## src/core/comparator_map.vh

```
`ifndef COMPARATOR_MAP_VH
`define COMPARATOR_MAP_VH

// register offsets (8-bit index space)
`define ADDR_CMP_TIMER_A_CTRL 8'h08
`define ADDR_WAKE_IRQ_CTRL 8'h0E
`define ADDR_WAKE_FLAG 8'h0D
`define ADDR_IRQ_MASK 8'h10

// control register fields
`define BIT_COMPARE_RESULT 5
`define BIT_SEL_HI 4
`define BIT_SEL_LO 3
`define CTRL_RESET 8'h00
`define CTRL_WR_MASK 8'h1F

// wake/irq control: enable at bit 4
`define BIT_CMP_IRQ_ENABLE 4
// wake flag register: wake enable bit 2, flag bit 4
`define BIT_CMP_WAKE_ENABLE 2
`define BIT_CMP_IRQ_FLAG 4
// irq mask register shares the status layout: mask bit sits over the flag
`define BIT_IRQ_MASK 4

// select field encodings
`define SEL_PIN 2'h2
`define SEL_OPAMP 2'h3

`define INT_VECTOR 12'h00F

`endif

```

## src/core/comparator_irq_wake_control.v

```verilog
`timescale 1ns/1ps
`include "comparator_map.vh"

module comparator_irq_wake_control (
  // clock and reset
  input wire i_mclk,
  input wire i_reset,
  // register port
  input wire [7:0] i_addr,
  input wire [7:0] i_wdata,
  input wire i_wr,
  input wire i_rd,
  output reg [7:0] o_rdata,
  // analog comparator
  input wire i_cmp_raw,
  output wire o_cmp_enable,
  output wire o_schmitt_enable,
  // comparator output pin
  output wire o_cmp_output_pin,
  output wire o_cmp_pin_oe_n,
  // core
  input wire i_sleeping,
  input wire i_global_irq_en,
  output wire o_irq,
  output wire o_wake,
  output wire o_resume_next,
  output wire [11:0] o_vector
);

  reg [7:0] ctrl_ff;
  reg irq_enable_ff;
  reg wake_enable_ff;
  reg irq_flag_ff;
  reg irq_mask_ff;
  reg sync1_ff;
  reg sync2_ff;
  reg result_ff;
  reg [1:0] prime_ff;
  reg wake_ff;
  reg resume_ff;
  reg [7:0] nxt_rdata;
  reg [7:0] nxt_ctrl;
  reg nxt_irq_enable;
  reg nxt_wake_enable;
  reg nxt_irq_flag;
  reg nxt_irq_mask;
  reg nxt_result;
  reg [1:0] nxt_prime;
  reg nxt_wake;
  reg nxt_resume;
  reg wr_ctrl;
  reg wr_ie;
  reg wr_flag;
  reg wr_mask;

  // warm-up: no change is reported until the result holds a real sample
  localparam PRIME_SYNC1 = 2'h0;
  localparam PRIME_SYNC2 = 2'h1;
  localparam PRIME_LOAD = 2'h2;
  localparam PRIME_ARMED = 2'h3;

  wire [1:0] sel = {ctrl_ff[`BIT_SEL_HI], ctrl_ff[`BIT_SEL_LO]};
  wire opamp = (sel == `SEL_OPAMP);
  // comparator stops in sleep unless wake is enabled, saving power
  wire cmp_active = ~i_sleeping | wake_enable_ff;
  wire seen = (prime_ff == PRIME_ARMED);
  wire change = seen & cmp_active & (sync2_ff != result_ff);
  wire event_ok = change & ~opamp;
  wire sleep_wake = i_sleeping & wake_enable_ff;
  wire clear_flag = wr_flag & i_wdata[`BIT_CMP_IRQ_FLAG];

  // unmapped indices decode to nothing, so writes there are dropped
  always @* begin
    wr_ctrl = 1'b0;
    wr_ie = 1'b0;
    wr_flag = 1'b0;
    wr_mask = 1'b0;
    if (i_wr) begin
      case (i_addr)
        `ADDR_CMP_TIMER_A_CTRL: wr_ctrl = 1'b1;
        `ADDR_WAKE_IRQ_CTRL: wr_ie = 1'b1;
        `ADDR_WAKE_FLAG: wr_flag = 1'b1;
        `ADDR_IRQ_MASK: wr_mask = 1'b1;
        default: wr_ctrl = 1'b0;
      endcase
    end
  end

  assign o_cmp_enable = cmp_active;
  assign o_schmitt_enable = ~opamp;
  assign o_cmp_output_pin = result_ff;
  // pin released to port logic except in routing mode
  assign o_cmp_pin_oe_n = ~(sel == `SEL_PIN);

  assign o_irq = irq_flag_ff & irq_enable_ff & irq_mask_ff & ~opamp;
  wire take_vec = o_irq & i_global_irq_en;
  assign o_vector = take_vec ? `INT_VECTOR : 12'h000;
  // a pulse launched just before op-amp mode is swallowed
  assign o_wake = wake_ff & ~opamp;
  assign o_resume_next = resume_ff & ~opamp;

  always @(posedge i_mclk) begin
    if (i_reset) begin
      sync1_ff <= 1'b0;
      sync2_ff <= 1'b0;
    end else begin
      sync1_ff <= i_cmp_raw;
      sync2_ff <= sync1_ff;
    end
  end

  always @* begin
    nxt_prime = prime_ff;
    case (prime_ff)
      PRIME_SYNC1: begin
        nxt_prime = PRIME_SYNC2;
      end
      PRIME_SYNC2: begin
        nxt_prime = PRIME_LOAD;
      end
      PRIME_LOAD: begin
        nxt_prime = PRIME_ARMED;
      end
      PRIME_ARMED: begin
        nxt_prime = PRIME_ARMED;
      end
      default: begin
        nxt_prime = PRIME_SYNC1;
      end
    endcase
  end

  always @(posedge i_mclk) begin
    if (i_reset) begin
      prime_ff <= PRIME_SYNC1;
    end else begin
      prime_ff <= nxt_prime;
    end
  end

  // once armed, result freezes while the comparator is powered down in sleep; during warm-up it still loads sync2_ff
  always @* begin
    nxt_result = result_ff;
    if (cmp_active | ~seen) begin
      nxt_result = sync2_ff;
    end
  end

  always @(posedge i_mclk) begin
    if (i_reset) begin
      result_ff <= 1'b0;
    end else begin
      result_ff <= nxt_result;
    end
  end

  always @* begin
    nxt_ctrl = ctrl_ff;
    if (wr_ctrl) begin
      nxt_ctrl = i_wdata & `CTRL_WR_MASK;
    end
  end

  always @(posedge i_mclk) begin
    if (i_reset) begin
      ctrl_ff <= `CTRL_RESET;
    end else begin
      ctrl_ff <= nxt_ctrl;
    end
  end

  always @* begin
    nxt_irq_enable = irq_enable_ff;
    if (wr_ie) begin
      nxt_irq_enable = i_wdata[`BIT_CMP_IRQ_ENABLE];
    end
  end

  always @(posedge i_mclk) begin
    if (i_reset) begin
      irq_enable_ff <= 1'b0;
    end else begin
      irq_enable_ff <= nxt_irq_enable;
    end
  end

  always @* begin
    nxt_irq_mask = irq_mask_ff;
    if (wr_mask) begin
      nxt_irq_mask = i_wdata[`BIT_IRQ_MASK];
    end
  end

  always @(posedge i_mclk) begin
    if (i_reset) begin
      irq_mask_ff <= 1'b0;
    end else begin
      irq_mask_ff <= nxt_irq_mask;
    end
  end

  always @* begin
    nxt_wake_enable = wake_enable_ff;
    if (wr_flag) begin
      nxt_wake_enable = i_wdata[`BIT_CMP_WAKE_ENABLE];
    end
  end

  always @(posedge i_mclk) begin
    if (i_reset) begin
      wake_enable_ff <= 1'b0;
    end else begin
      wake_enable_ff <= nxt_wake_enable;
    end
  end

  // set wins over a write-one clear in the same cycle
  always @* begin
    nxt_irq_flag = irq_flag_ff;
    if (event_ok) begin
      nxt_irq_flag = 1'b1;
    end else if (clear_flag) begin
      nxt_irq_flag = 1'b0;
    end
  end

  always @(posedge i_mclk) begin
    if (i_reset) begin
      irq_flag_ff <= 1'b0;
    end else begin
      irq_flag_ff <= nxt_irq_flag;
    end
  end

  always @* begin
    nxt_wake = 1'b0;
    if (event_ok & sleep_wake) begin
      nxt_wake = 1'b1;
    end
  end

  always @(posedge i_mclk) begin
    if (i_reset) begin
      wake_ff <= 1'b0;
    end else begin
      wake_ff <= nxt_wake;
    end
  end

  // resume only matters to a core that keeps global interrupts off
  always @* begin
    nxt_resume = 1'b0;
    if (event_ok & sleep_wake & irq_enable_ff & ~i_global_irq_en) begin
      nxt_resume = 1'b1;
    end
  end

  always @(posedge i_mclk) begin
    if (i_reset) begin
      resume_ff <= 1'b0;
    end else begin
      resume_ff <= nxt_resume;
    end
  end

  always @* begin
    nxt_rdata = 8'h00;
    case (i_addr)
      `ADDR_CMP_TIMER_A_CTRL: begin
        nxt_rdata = ctrl_ff;
        nxt_rdata[`BIT_COMPARE_RESULT] = result_ff;
      end
      `ADDR_WAKE_IRQ_CTRL: nxt_rdata[`BIT_CMP_IRQ_ENABLE] = irq_enable_ff;
      `ADDR_WAKE_FLAG: begin
        nxt_rdata[`BIT_CMP_WAKE_ENABLE] = wake_enable_ff;
        nxt_rdata[`BIT_CMP_IRQ_FLAG] = irq_flag_ff;
      end
      `ADDR_IRQ_MASK: nxt_rdata[`BIT_IRQ_MASK] = irq_mask_ff;
      default: nxt_rdata = 8'h00;
    endcase
  end

  always @(posedge i_mclk) begin
    if (i_reset) begin
      o_rdata <= 8'h00;
    end else if (i_rd) begin
      o_rdata <= nxt_rdata;
    end else begin
      o_rdata <= 8'h00;
    end
  end

endmodule

```

## config.mk

```make
export PLATFORM = sky130hd
export DESIGN_NAME = comparator_irq_wake_control
export DESIGN_NICKNAME = d
export VERILOG_FILES = /design/src/core/comparator_irq_wake_control.v
export VERILOG_INCLUDE_DIRS = /design/src /design/src/core
export SDC_FILE = /design/constraint.sdc
export NUM_CORES = 1
export LEC_CHECK = 0
export BUFFER_PORTS_ARGS = -buffer_cell sky130_fd_sc_hd__buf_2
export CAP_MARGIN = 20
export CORE_MARGIN = 5
export CORE_UTILIZATION = 40
export CTS_CLUSTER_SIZE = 8
export DETAILED_ROUTE_END_ITERATION = 7
export GPL_ROUTABILITY_DRIVEN = 0
export PLACE_DENSITY_LB_ADDON = 0.15
export SLEW_MARGIN = 20
export SYNTH_ARGS = -nofsm -noshare
export SYNTH_HDL_FRONTEND = slang
export SYNTH_SLANG_ARGS = --single-unit
export TNS_END_PERCENT = 50
```

## constraint.sdc

```tcl
create_clock -name i_mclk -period 1.2 [get_ports i_mclk]
set_input_delay 0.18 -clock i_mclk [delete_from_list [all_inputs] [get_ports i_mclk]]
set_output_delay 0.18 -clock i_mclk [all_outputs]
set_load 0.005 [all_outputs]
```

=== Yosys cells after proc, flatten, opt, wreduce, memory -nomap -nowiden ===
Cells that the tools add are included.

* Equal/unequal tests: 10
* Multiplexer cells: 16
* Bitwise operators: 23
* Reductions and logical operators: 5

{| class="wikitable"
|+ Operators by type and width
! kind !! count
|-
| $eq 8x4->1 const B || 3
|-
| $and 1x1->1 || 14
|-
| $mux 1 || 12
|-
| $eq 2x2->1 const B || 4
|-
| $eq 8x5->1 const B || 1
|-
| $not 1->1 || 7
|-
| $pmux 2 s3 || 1
|-
| $mux 4 || 1
|-
| $pmux 1 s4 || 1
|-
| $reduce_or 2->1 || 2
|-
| $reduce_or 3->1 || 1
|-
| $eq 2x1->1 const B || 1
|-
| $logic_not 2->1 || 1
|-
| $or 1x1->1 || 2
|-
| $pmux 1 s2 || 1
|-
| $reduce_bool 2->1 || 1
|-
| $ne 1x1->1 || 1
|}

* Flip-flop bits (word level): 22
* Input bits: 23
* Output and inout bits: 27
* Word-level logic and storage cells: 67

=== Logic depth before layout (Yosys ltp) ===
Gate-level depths: netlist of the first run.

* Depth in word-level cells: 9
* Mapped depth: 5

=== Least setup slack after synthesis of the first run ===
OpenSTA, ideal clock, no wires.

* Path kind: input -> register
* Start: input i_addr[1]
* End: register ctrl_ff[0]
* Arrival: 1.068 ns
* Slack: 0.005 ns
* Stages on the path: 5
* Cells stage by stage: nor4_4 > and4_1 > buf_6 > mux2i_1 > nor2_1

* Word-level cells in the longest chain between the ends: 3

{| class="wikitable"
|+ Ends and longest elaborated chain
! element !! RTL line !! text
|-
| from (decl) || comparator_irq_wake_control.v:9 || <nowiki>input wire [7:0] i_addr,</nowiki>
|-
| $eq 8x4->1 || comparator_irq_wake_control.v:79 || <nowiki>case (i_addr)</nowiki>
|-
| $mux 1 || comparator_irq_wake_control.v:79 ||
|-
| $mux 1 || comparator_irq_wake_control.v:78 || <nowiki>if (i_wr) begin</nowiki>
|-
| to (signal assigned) || comparator_irq_wake_control.v:166 || <nowiki>ctrl_ff <= `CTRL_RESET;</nowiki>
|-
| to (signal assigned) || comparator_irq_wake_control.v:168 || <nowiki>ctrl_ff <= nxt_ctrl;</nowiki>
|-
| to (decl) || comparator_irq_wake_control.v:30 || <nowiki>reg [7:0] ctrl_ff;</nowiki>
|}

Every way passes these cells.
A chain may end at the register's enable or synchronous reset.

=== Final worst setup path of the first run ===
* Start: register ctrl_ff[3]
* End: output o_vector[2]

* Word-level cells in the longest chain between the ends: 5

{| class="wikitable"
|+ Ends and longest elaborated chain
! element !! RTL line !! text
|-
| $eq 2x2->1 (no line) || - ||
|-
| $not 1->1 || comparator_irq_wake_control.v:95 || <nowiki>assign o_irq = irq_flag_ff & irq_enable_ff & irq_mask_ff & ~opamp;</nowiki>
|-
| $and 1x1->1 || comparator_irq_wake_control.v:95 ||
|-
| $and 1x1->1 || comparator_irq_wake_control.v:96 || <nowiki>wire take_vec = o_irq & i_global_irq_en;</nowiki>
|-
| $mux 4 || comparator_irq_wake_control.v:97 || <nowiki>assign o_vector = take_vec ? `INT_VECTOR : 12'h000;</nowiki>
|-
| to (decl) || comparator_irq_wake_control.v:27 || <nowiki>output wire [11:0] o_vector</nowiki>
|}

Every way passes these cells.

==> results of run 1 <==
==> critical path, delay by kind of cell, from the launching register on <==
family,cells,cell delay (ns)
simple gates,3,0.42
flops,1,0.35
buf+inv,1,0.10
==> flip-flops by register name, summed over array words and instances (netlist names) <==
name              count
irq_flag_ff           1
o_rdata               6
o_cmp_output_pin      1
irq_enable_ff         1
sync1_ff              1
wake_enable_ff        1
irq_mask_ff           1
wake_ff               1
prime_ff              2
sync2_ff              1
resume_ff             1
ctrl_ff               5
==> power by group through the flow <==
stage	Combinational (mW)	Clock [mW]	Sequential, mW
finish	0.114	0.391	0.747
global route	0.129	0.440	0.749
floorplan	0.0676	0	0.763
global placement	0.111	0	0.763
CTS	0.114	0.415	0.747
detailed placement	0.113	0	0.764
==> cell families after synthesis <==
| family | after synthesis | synth area share (%) |
|---|---|---|
| and+or+nand+nor | 45 | 27.4 |
| DFF | 22 | 44.1 |
| buffers and inverters | 20 | 13.5 |
| muxes | 9 | 9.01 |
| AOI/OAI and AO/OA | 7 | 4.76 |
| xor gates and xnor gates | 1 | 0.876 |
| other | 1 | 0.375 |
==> stage by stage <==
stage | instance area (um^2) | util, % | instances | hold slack, ns | setup TNS [ns]
floorplan | 1030 | - | 114 | 0.308 | 0
finish | 1280 | 52.5 | 180 | 0.0815 | -0.847
global placement | 1220 | 50.1 | 175 | 0.405 | -1.19
CTS | 1270 | 52.2 | 180 | 0.0718 | -1.07
detailed placement | 1220 | 50.1 | 175 | 0.399 | -1.61
global route | 1280 | 52.5 | 180 | 0.111 | -1.52
==> path summary, 6_finish.rpt <==
path                               startpoint  slack, ns  cells after the start                            end
hold reg to reg           sync1_ff$_SDFF_PP0_       0.46                      1            sync2_ff$_SDFF_PP0_
setup / recovery      ctrl_ff[3]$_SDFFE_PP0P_      -0.15                      4                    o_vector[2]
hold / removal                      i_cmp_raw       0.08                      2            sync1_ff$_SDFF_PP0_
setup reg to reg  wake_enable_ff$_SDFFE_PP0P_       0.11                      4  o_cmp_output_pin$_SDFFE_PP0P_
==> cell usage in the layout, fill, tap and decap left out, types with 3 or more instances in the layout <==
cell and n:
dfxtp_1 18, dfxtp_2 4, nor2b_1 3, buf_2 36, nor2_1 13, conb_1 10, clkbuf_4 3, buf_4 13
and2_1 7, inv_1 3, mux2i_1 9
==> cell type report <==
| type | instances | share of cell area (%) |
|---|---|---|
| inverter | 3 | 0.882 |
| timing repair buffer | 49 | 21.8 |
| clock buffer | 4 | 2.84 |
| multi-input combinational | 72 | 36.7 |
| tap | 30 | 2.94 |
| sequential | 22 | 34.9 |
==> metal layers <==
layer  GRT usage (%)  vias up
met5               0        -
met4            5.70        0
li1                -      426
met3            2.38        2
met1            16.8      383
met2            20.1       25
==> cell usage after synthesis, types with 2 or more instances <==
library cell  number  area, um^2
a21oi_1            2        10.0
a22oi_1            2        15.0
and2_1             8        50.1
and4_1             2        17.5
buf_4             14         105
clkbuf_1           2        7.51
dfxtp_1           22         440
inv_1              3        11.3
mux2i_1            9        90.1
nand2_1            3        11.3
nand2b_1           2        12.5
nand4_1            2        12.5
nand4b_1           2        17.5
nor2_1            13        48.8
nor2b_1            3        18.8
==> timing repair <==
action | CTS | global route
setup endpoints to repair | 8 | 9
pin swaps | 3 | 1
resized for setup | 4 | 3
buffers inserted | 1 | 0
==> results.toml, run 1 <==
[outcome]
outcome = "finished, violations left"
failed_checks = "negative setup slack"

[place]
dp_slack_ns = -0.180
place_hpwl_um = 1730
portBuffers = 36

[timing]
drv_slew = 0
fin_ws_ns = -0.153
period_needed_ns = 1.35
clock_skew_ns = 0.00358
fmax_mhz = 739
rsz0062_at_grt = "true"
post-route-period-util_pct = 113
setup_violations = 7
hold_viol = 0

[logic_synthesis]
syn_area_um2 = 1000
syn_avg_cell_area_um2 = 9.52
netlist_instances = 105
ys_ff_latch = 22
ys_types = 31
synth_warnings = 0
synth_edf_count = 0
yosysSeqAreaShare_pct = 44.1
synth_flop_cell = "dfxtp_1"
async_reset_ff_share_pct = 0

[final_layout]
layout-drive-gt1-share_pct = 42.7
num-fill-cells = 257
layout.nets = 174
area.sequential_um2 = 445
multi_input_area_um2 = 468
syn_to_final_growth_pct = 27.7
n_antenna_cell = 0

[global_routing]
grt_pass1_wl_um = 3440
grt_usage_pct = 12.7
grt_start_max_net_pins = 13
antenna_found_initial = 0
grt_overflow = 0
grt_pass1_vias = 796

[pwr]
p_int_mw = 0.980
clockPowerShare_pct = 31.2
p_switching_mw = 0.273
p_leak_nw = 0.623
power_frac_comb_pct = 9.1
pwr-share-seq_pct = 59.6
p_sw_share_pct = 21.8
design_power_total_mw = 1.25
powerDensity_nw_per_um2 = 981
max-vdd-ir-drop_mv = 0.741

[floorplan]
die_w_um = 60.0
ioPinCount = 50
fp-row-count = 18
coreArea_um2 = 2430
die_y_um = 60.0
die_area_um2 = 3600
start_util_pct = 41.1

[detailed_routing]
drtIter0Drc = 22
routed_wirelength_um = 2100
drc = 0
ant_nets = 0
met3_length_um = 177
drt_pass1_iterations = 4
viasPerCell = 4.64
met1Wirelength_um = 878
vias = 836
top_layer_used = "met4"
wire_per_inst_um = 11.7
met2_length_um = 1020

[clocking]
cts_made_buffers = 3
cts_tree = "built"
worstSkewPairLatency_ns = 0.30
cts_buffer_depth = 2
cts_root_buf = "clkbuf_4"
hold_buffers = 0
cts.clk_slew.worst_paths_ns = 0.11
clock_sinks = 22
htree_levels = 1

[critical_path]
crit_required_ns = 1.02
worst_path_max_delay_cell = "dfxtp_2"
arrival_ns = 1.17
critPathMaxStageDelay_ns = 0.35
path_max_fanout = 4
start_kind = "flop"
crit_path_end_kind = "output port"
crit_type = "reg2out"
worstPathCellList = "nand2_2 > and4_1 > and2_4 > buf_2"

[run]
drv_cap = 0

[hold_path]
min_path_type = "in2reg"
Note: power is estimated with default switching activity, not from simulation.
==> run 2, diff against run 1 <==
Settings changed: BUFFER_PORTS_ARGS -buffer_cell sky130_fd_sc_hd__buf_2 to -buffer_cell sky130_fd_sc_hd__buf_4, TNS_END_PERCENT 50 to not set.
==> run 2 against run 1 <==
The flow still finishes with violations (negative setup slack). Die area stayed put. Via count is 0.12% higher. Combinational power is 17% higher. Total power is 14% higher. Wire length is 3.9% higher. Sequential share of layout area is 4.0 points lower. Highest routed layer unchanged. Final area is 12% higher. Maximum frequency is 1.6% lower. Clock skew is 0.0068 ns higher. Core utilization is 6.5 points higher. First-iteration DRC count is 41% lower. Non-clock buffer count is 2 higher.
==> results.toml, run 2 (synthesis gave the netlist of run 1 again) <==
[timing]
fin_ws_ns = -0.175
hold_viol = 0
clock_skew_ns = 0.0103
fmax_mhz = 727
tns_ns = -0.993
post-route-period-util_pct = 115
rsz0062_at_grt = "true"
setup_violations = 8
period_needed_ns = 1.38
drv_slew = 0

[final_layout]
largest_register_ffs = 6
layout.nets = 176
layout-drive-gt1-share_pct = 44.7
top_regs = "o_rdata x6, ctrl_ff x5, prime_ff x2"
area.sequential_um2 = 443
stdcell_area_um2 = 1430
layout_commonest_cell = "buf_4"
top_register = "o_rdata"
fin_util_pct = 59.0
mostFrequentLayoutCells = "46 x buf_4, 20 x dfxtp_1, 13 x nor2_1, 10 x conb_1, 9 x mux2i_1"
num-fill-cells = 225
n_antenna_cell = 0
multi_input_area_um2 = 488
syn_to_final_growth_pct = 43.4

[critical_path]
rr_endpoint = "resume_ff$_SDFF_PP0_"
crit_type = "reg2out"
worst_path_max_delay_cell = "dfxtp_2"
path_max_fanout = 4
worstRegToRegCells = 4
r2r_start = "o_cmp_output_pin$_SDFFE_PP0P_"
start_kind = "flop"
critPathBufInv = 1
critPathMaxStageDelay_ns = 0.36
arrival_ns = 1.20
crit_required_ns = 1.02
r2r_slack_ns = 0.07
cpLargestDelayFamily = "simple AND/OR/NAND/NOR gates"
crit_path_end_kind = "output port"
worstPathCellList = "nand2_4 > and4_4 > and2_4 > buf_4"

[floorplan]
start_util_pct = 41.1
die_area_um2 = 3600
ioPinCount = 50
fp-row-count = 18
die_y_um = 60.0
die_w_um = 60.0
coreArea_um2 = 2430

[detailed_routing]
drtIter0Drc = 13
viasPerCell = 4.60
wire_per_inst_um = 12.0
drt_pass1_iterations = 4
routed_wirelength_um = 2180
drc = 0
vias = 837
ant_nets = 0

[clocking]
cts.clk_slew.worst_paths_ns = 0.12
hold_buffers = 0
clock_sinks = 22
worstSkewPairLatency_ns = 0.30
cts_tree = "built"
cts_made_buffers = 3
cts_root_buf = "clkbuf_4"
htree_levels = 1
cts_buffer_depth = 2

[outcome]
failed_checks = "negative setup slack"
outcome = "finished, violations left"

[pwr]
powerDensity_nw_per_um2 = 997
p_leak_nw = 0.686
p_int_mw = 1.15
max-vdd-ir-drop_mv = 0.818
p_sw_share_pct = 19.5
pwr-share-seq_pct = 52.2
power_frac_comb_pct = 9.3
clockPowerShare_pct = 38.4
p_switching_mw = 0.279

[global_routing]
grt_start_max_net_pins = 14
gr-usage-met3_pct = 2.59
met2_usage_pct = 19.8
grt_usage_pct = 12.0
grt_use_met1_pct = 14.9
grt_overflow = 0
grt_pass1_vias = 779
antenna_found_initial = 0
grt_pass1_wl_um = 3250
top_usage_layer = "met2"

[place]
place_hpwl_um = 1750
portBuffers = 36
placed_cell_area_um2 = 1310

[hold_path]
hold-path-cell-count = 2
hold_start = "i_cmp_raw"
holdPathEnd = "sync1_ff$_SDFF_PP0_"
min_path_type = "in2reg"

[run]
drv_cap = 0
run 2: cell count changes in the layout (fill, tap and decap cells not counted), moves of 2 or more:
cell / delta
buf_2: -36
buf_4: +33
buf_6: +5
and2_1: -2
and2_4: +2
dfxtp_1: +2
dfxtp_2: -2
run 2: worst max-delay path by stage:
stage | from | end | slack [ns] | depth (start not counted)
after global placement | i_addr[1] | ctrl_ff[1]$_SDFFE_PP0P_ | -0.12 | 6
after floorplan | i_addr[1] | ctrl_ff[0]$_SDFFE_PP0P_ | 0.005 | 5
after CTS | ctrl_ff[3]$_SDFFE_PP0P_ | o_vector[2] | -0.20 | 4
after global routing | ctrl_ff[4]$_SDFFE_PP0P_ | o_vector[1] | -0.23 | 4
final | ctrl_ff[4]$_SDFFE_PP0P_ | o_vector[2] | -0.18 | 4
after detailed placement | i_addr[1] | o_rdata[5]$_SDFF_PP0_ | -0.14 | 6
run 2: layer usage:
layer	share of wire, %	wire length [um]	vias to the layer above
met2	51	1100	25
met4	0.60	13	0
li1	-	-	427
met3	7.8	170	2
met1	41	893	383
met5	0	0	-
run 2: timing repair:
action                     CTS  global route
setup endpoints to repair    8            10
pin swaps                    3             4
setup buffers                2             1
gates resized for setup      5            10
run 2: worst reg2reg max path, delay by kind of cell, from the launching register on:
kind,cells,cell delay (ns)
simple gates,3,0.55
flops,1,0.37
xor+xnor,1,0.16
run 2: layout make-up:
cell class | count | share of cell area, %
Clock buffer | 3 | 1.57
Clock inverter | 1 | 2.09
Inverter | 3 | 0.785
Multi-Input combinational cell | 72 | 34.0
Sequential cell | 22 | 30.9
Tap cell | 30 | 2.62
Timing Repair Buffer | 51 | 28.0
run 2: metrics by stage:
step / hold slack [ns] / power [mW] / setup WS [ns] / cells
2_1_floorplan: 0.308 / 0.830 / 0.00456 / 114
3_3_place_gp: 0.407 / 0.892 / -0.116 / 175
3_5_place_dp: 0.399 / 0.895 / -0.143 / 175
4_1_cts: 0.0718 / 1.44 / -0.204 / 181
5_1_grt: 0.0945 / 1.48 / -0.231 / 182
6_report: 0.0749 / 1.43 / -0.175 / 182
run 2: power by group through the flow:
stage | clock (mW) | combinational (mW) | sequential, mW
after global placement | 0 | 0.129 | 0.763
final | 0.549 | 0.133 | 0.747
after CTS | 0.564 | 0.132 | 0.747
after floorplan | 0 | 0.0676 | 0.763
after global routing | 0.589 | 0.146 | 0.749
after detailed placement | 0 | 0.131 | 0.763
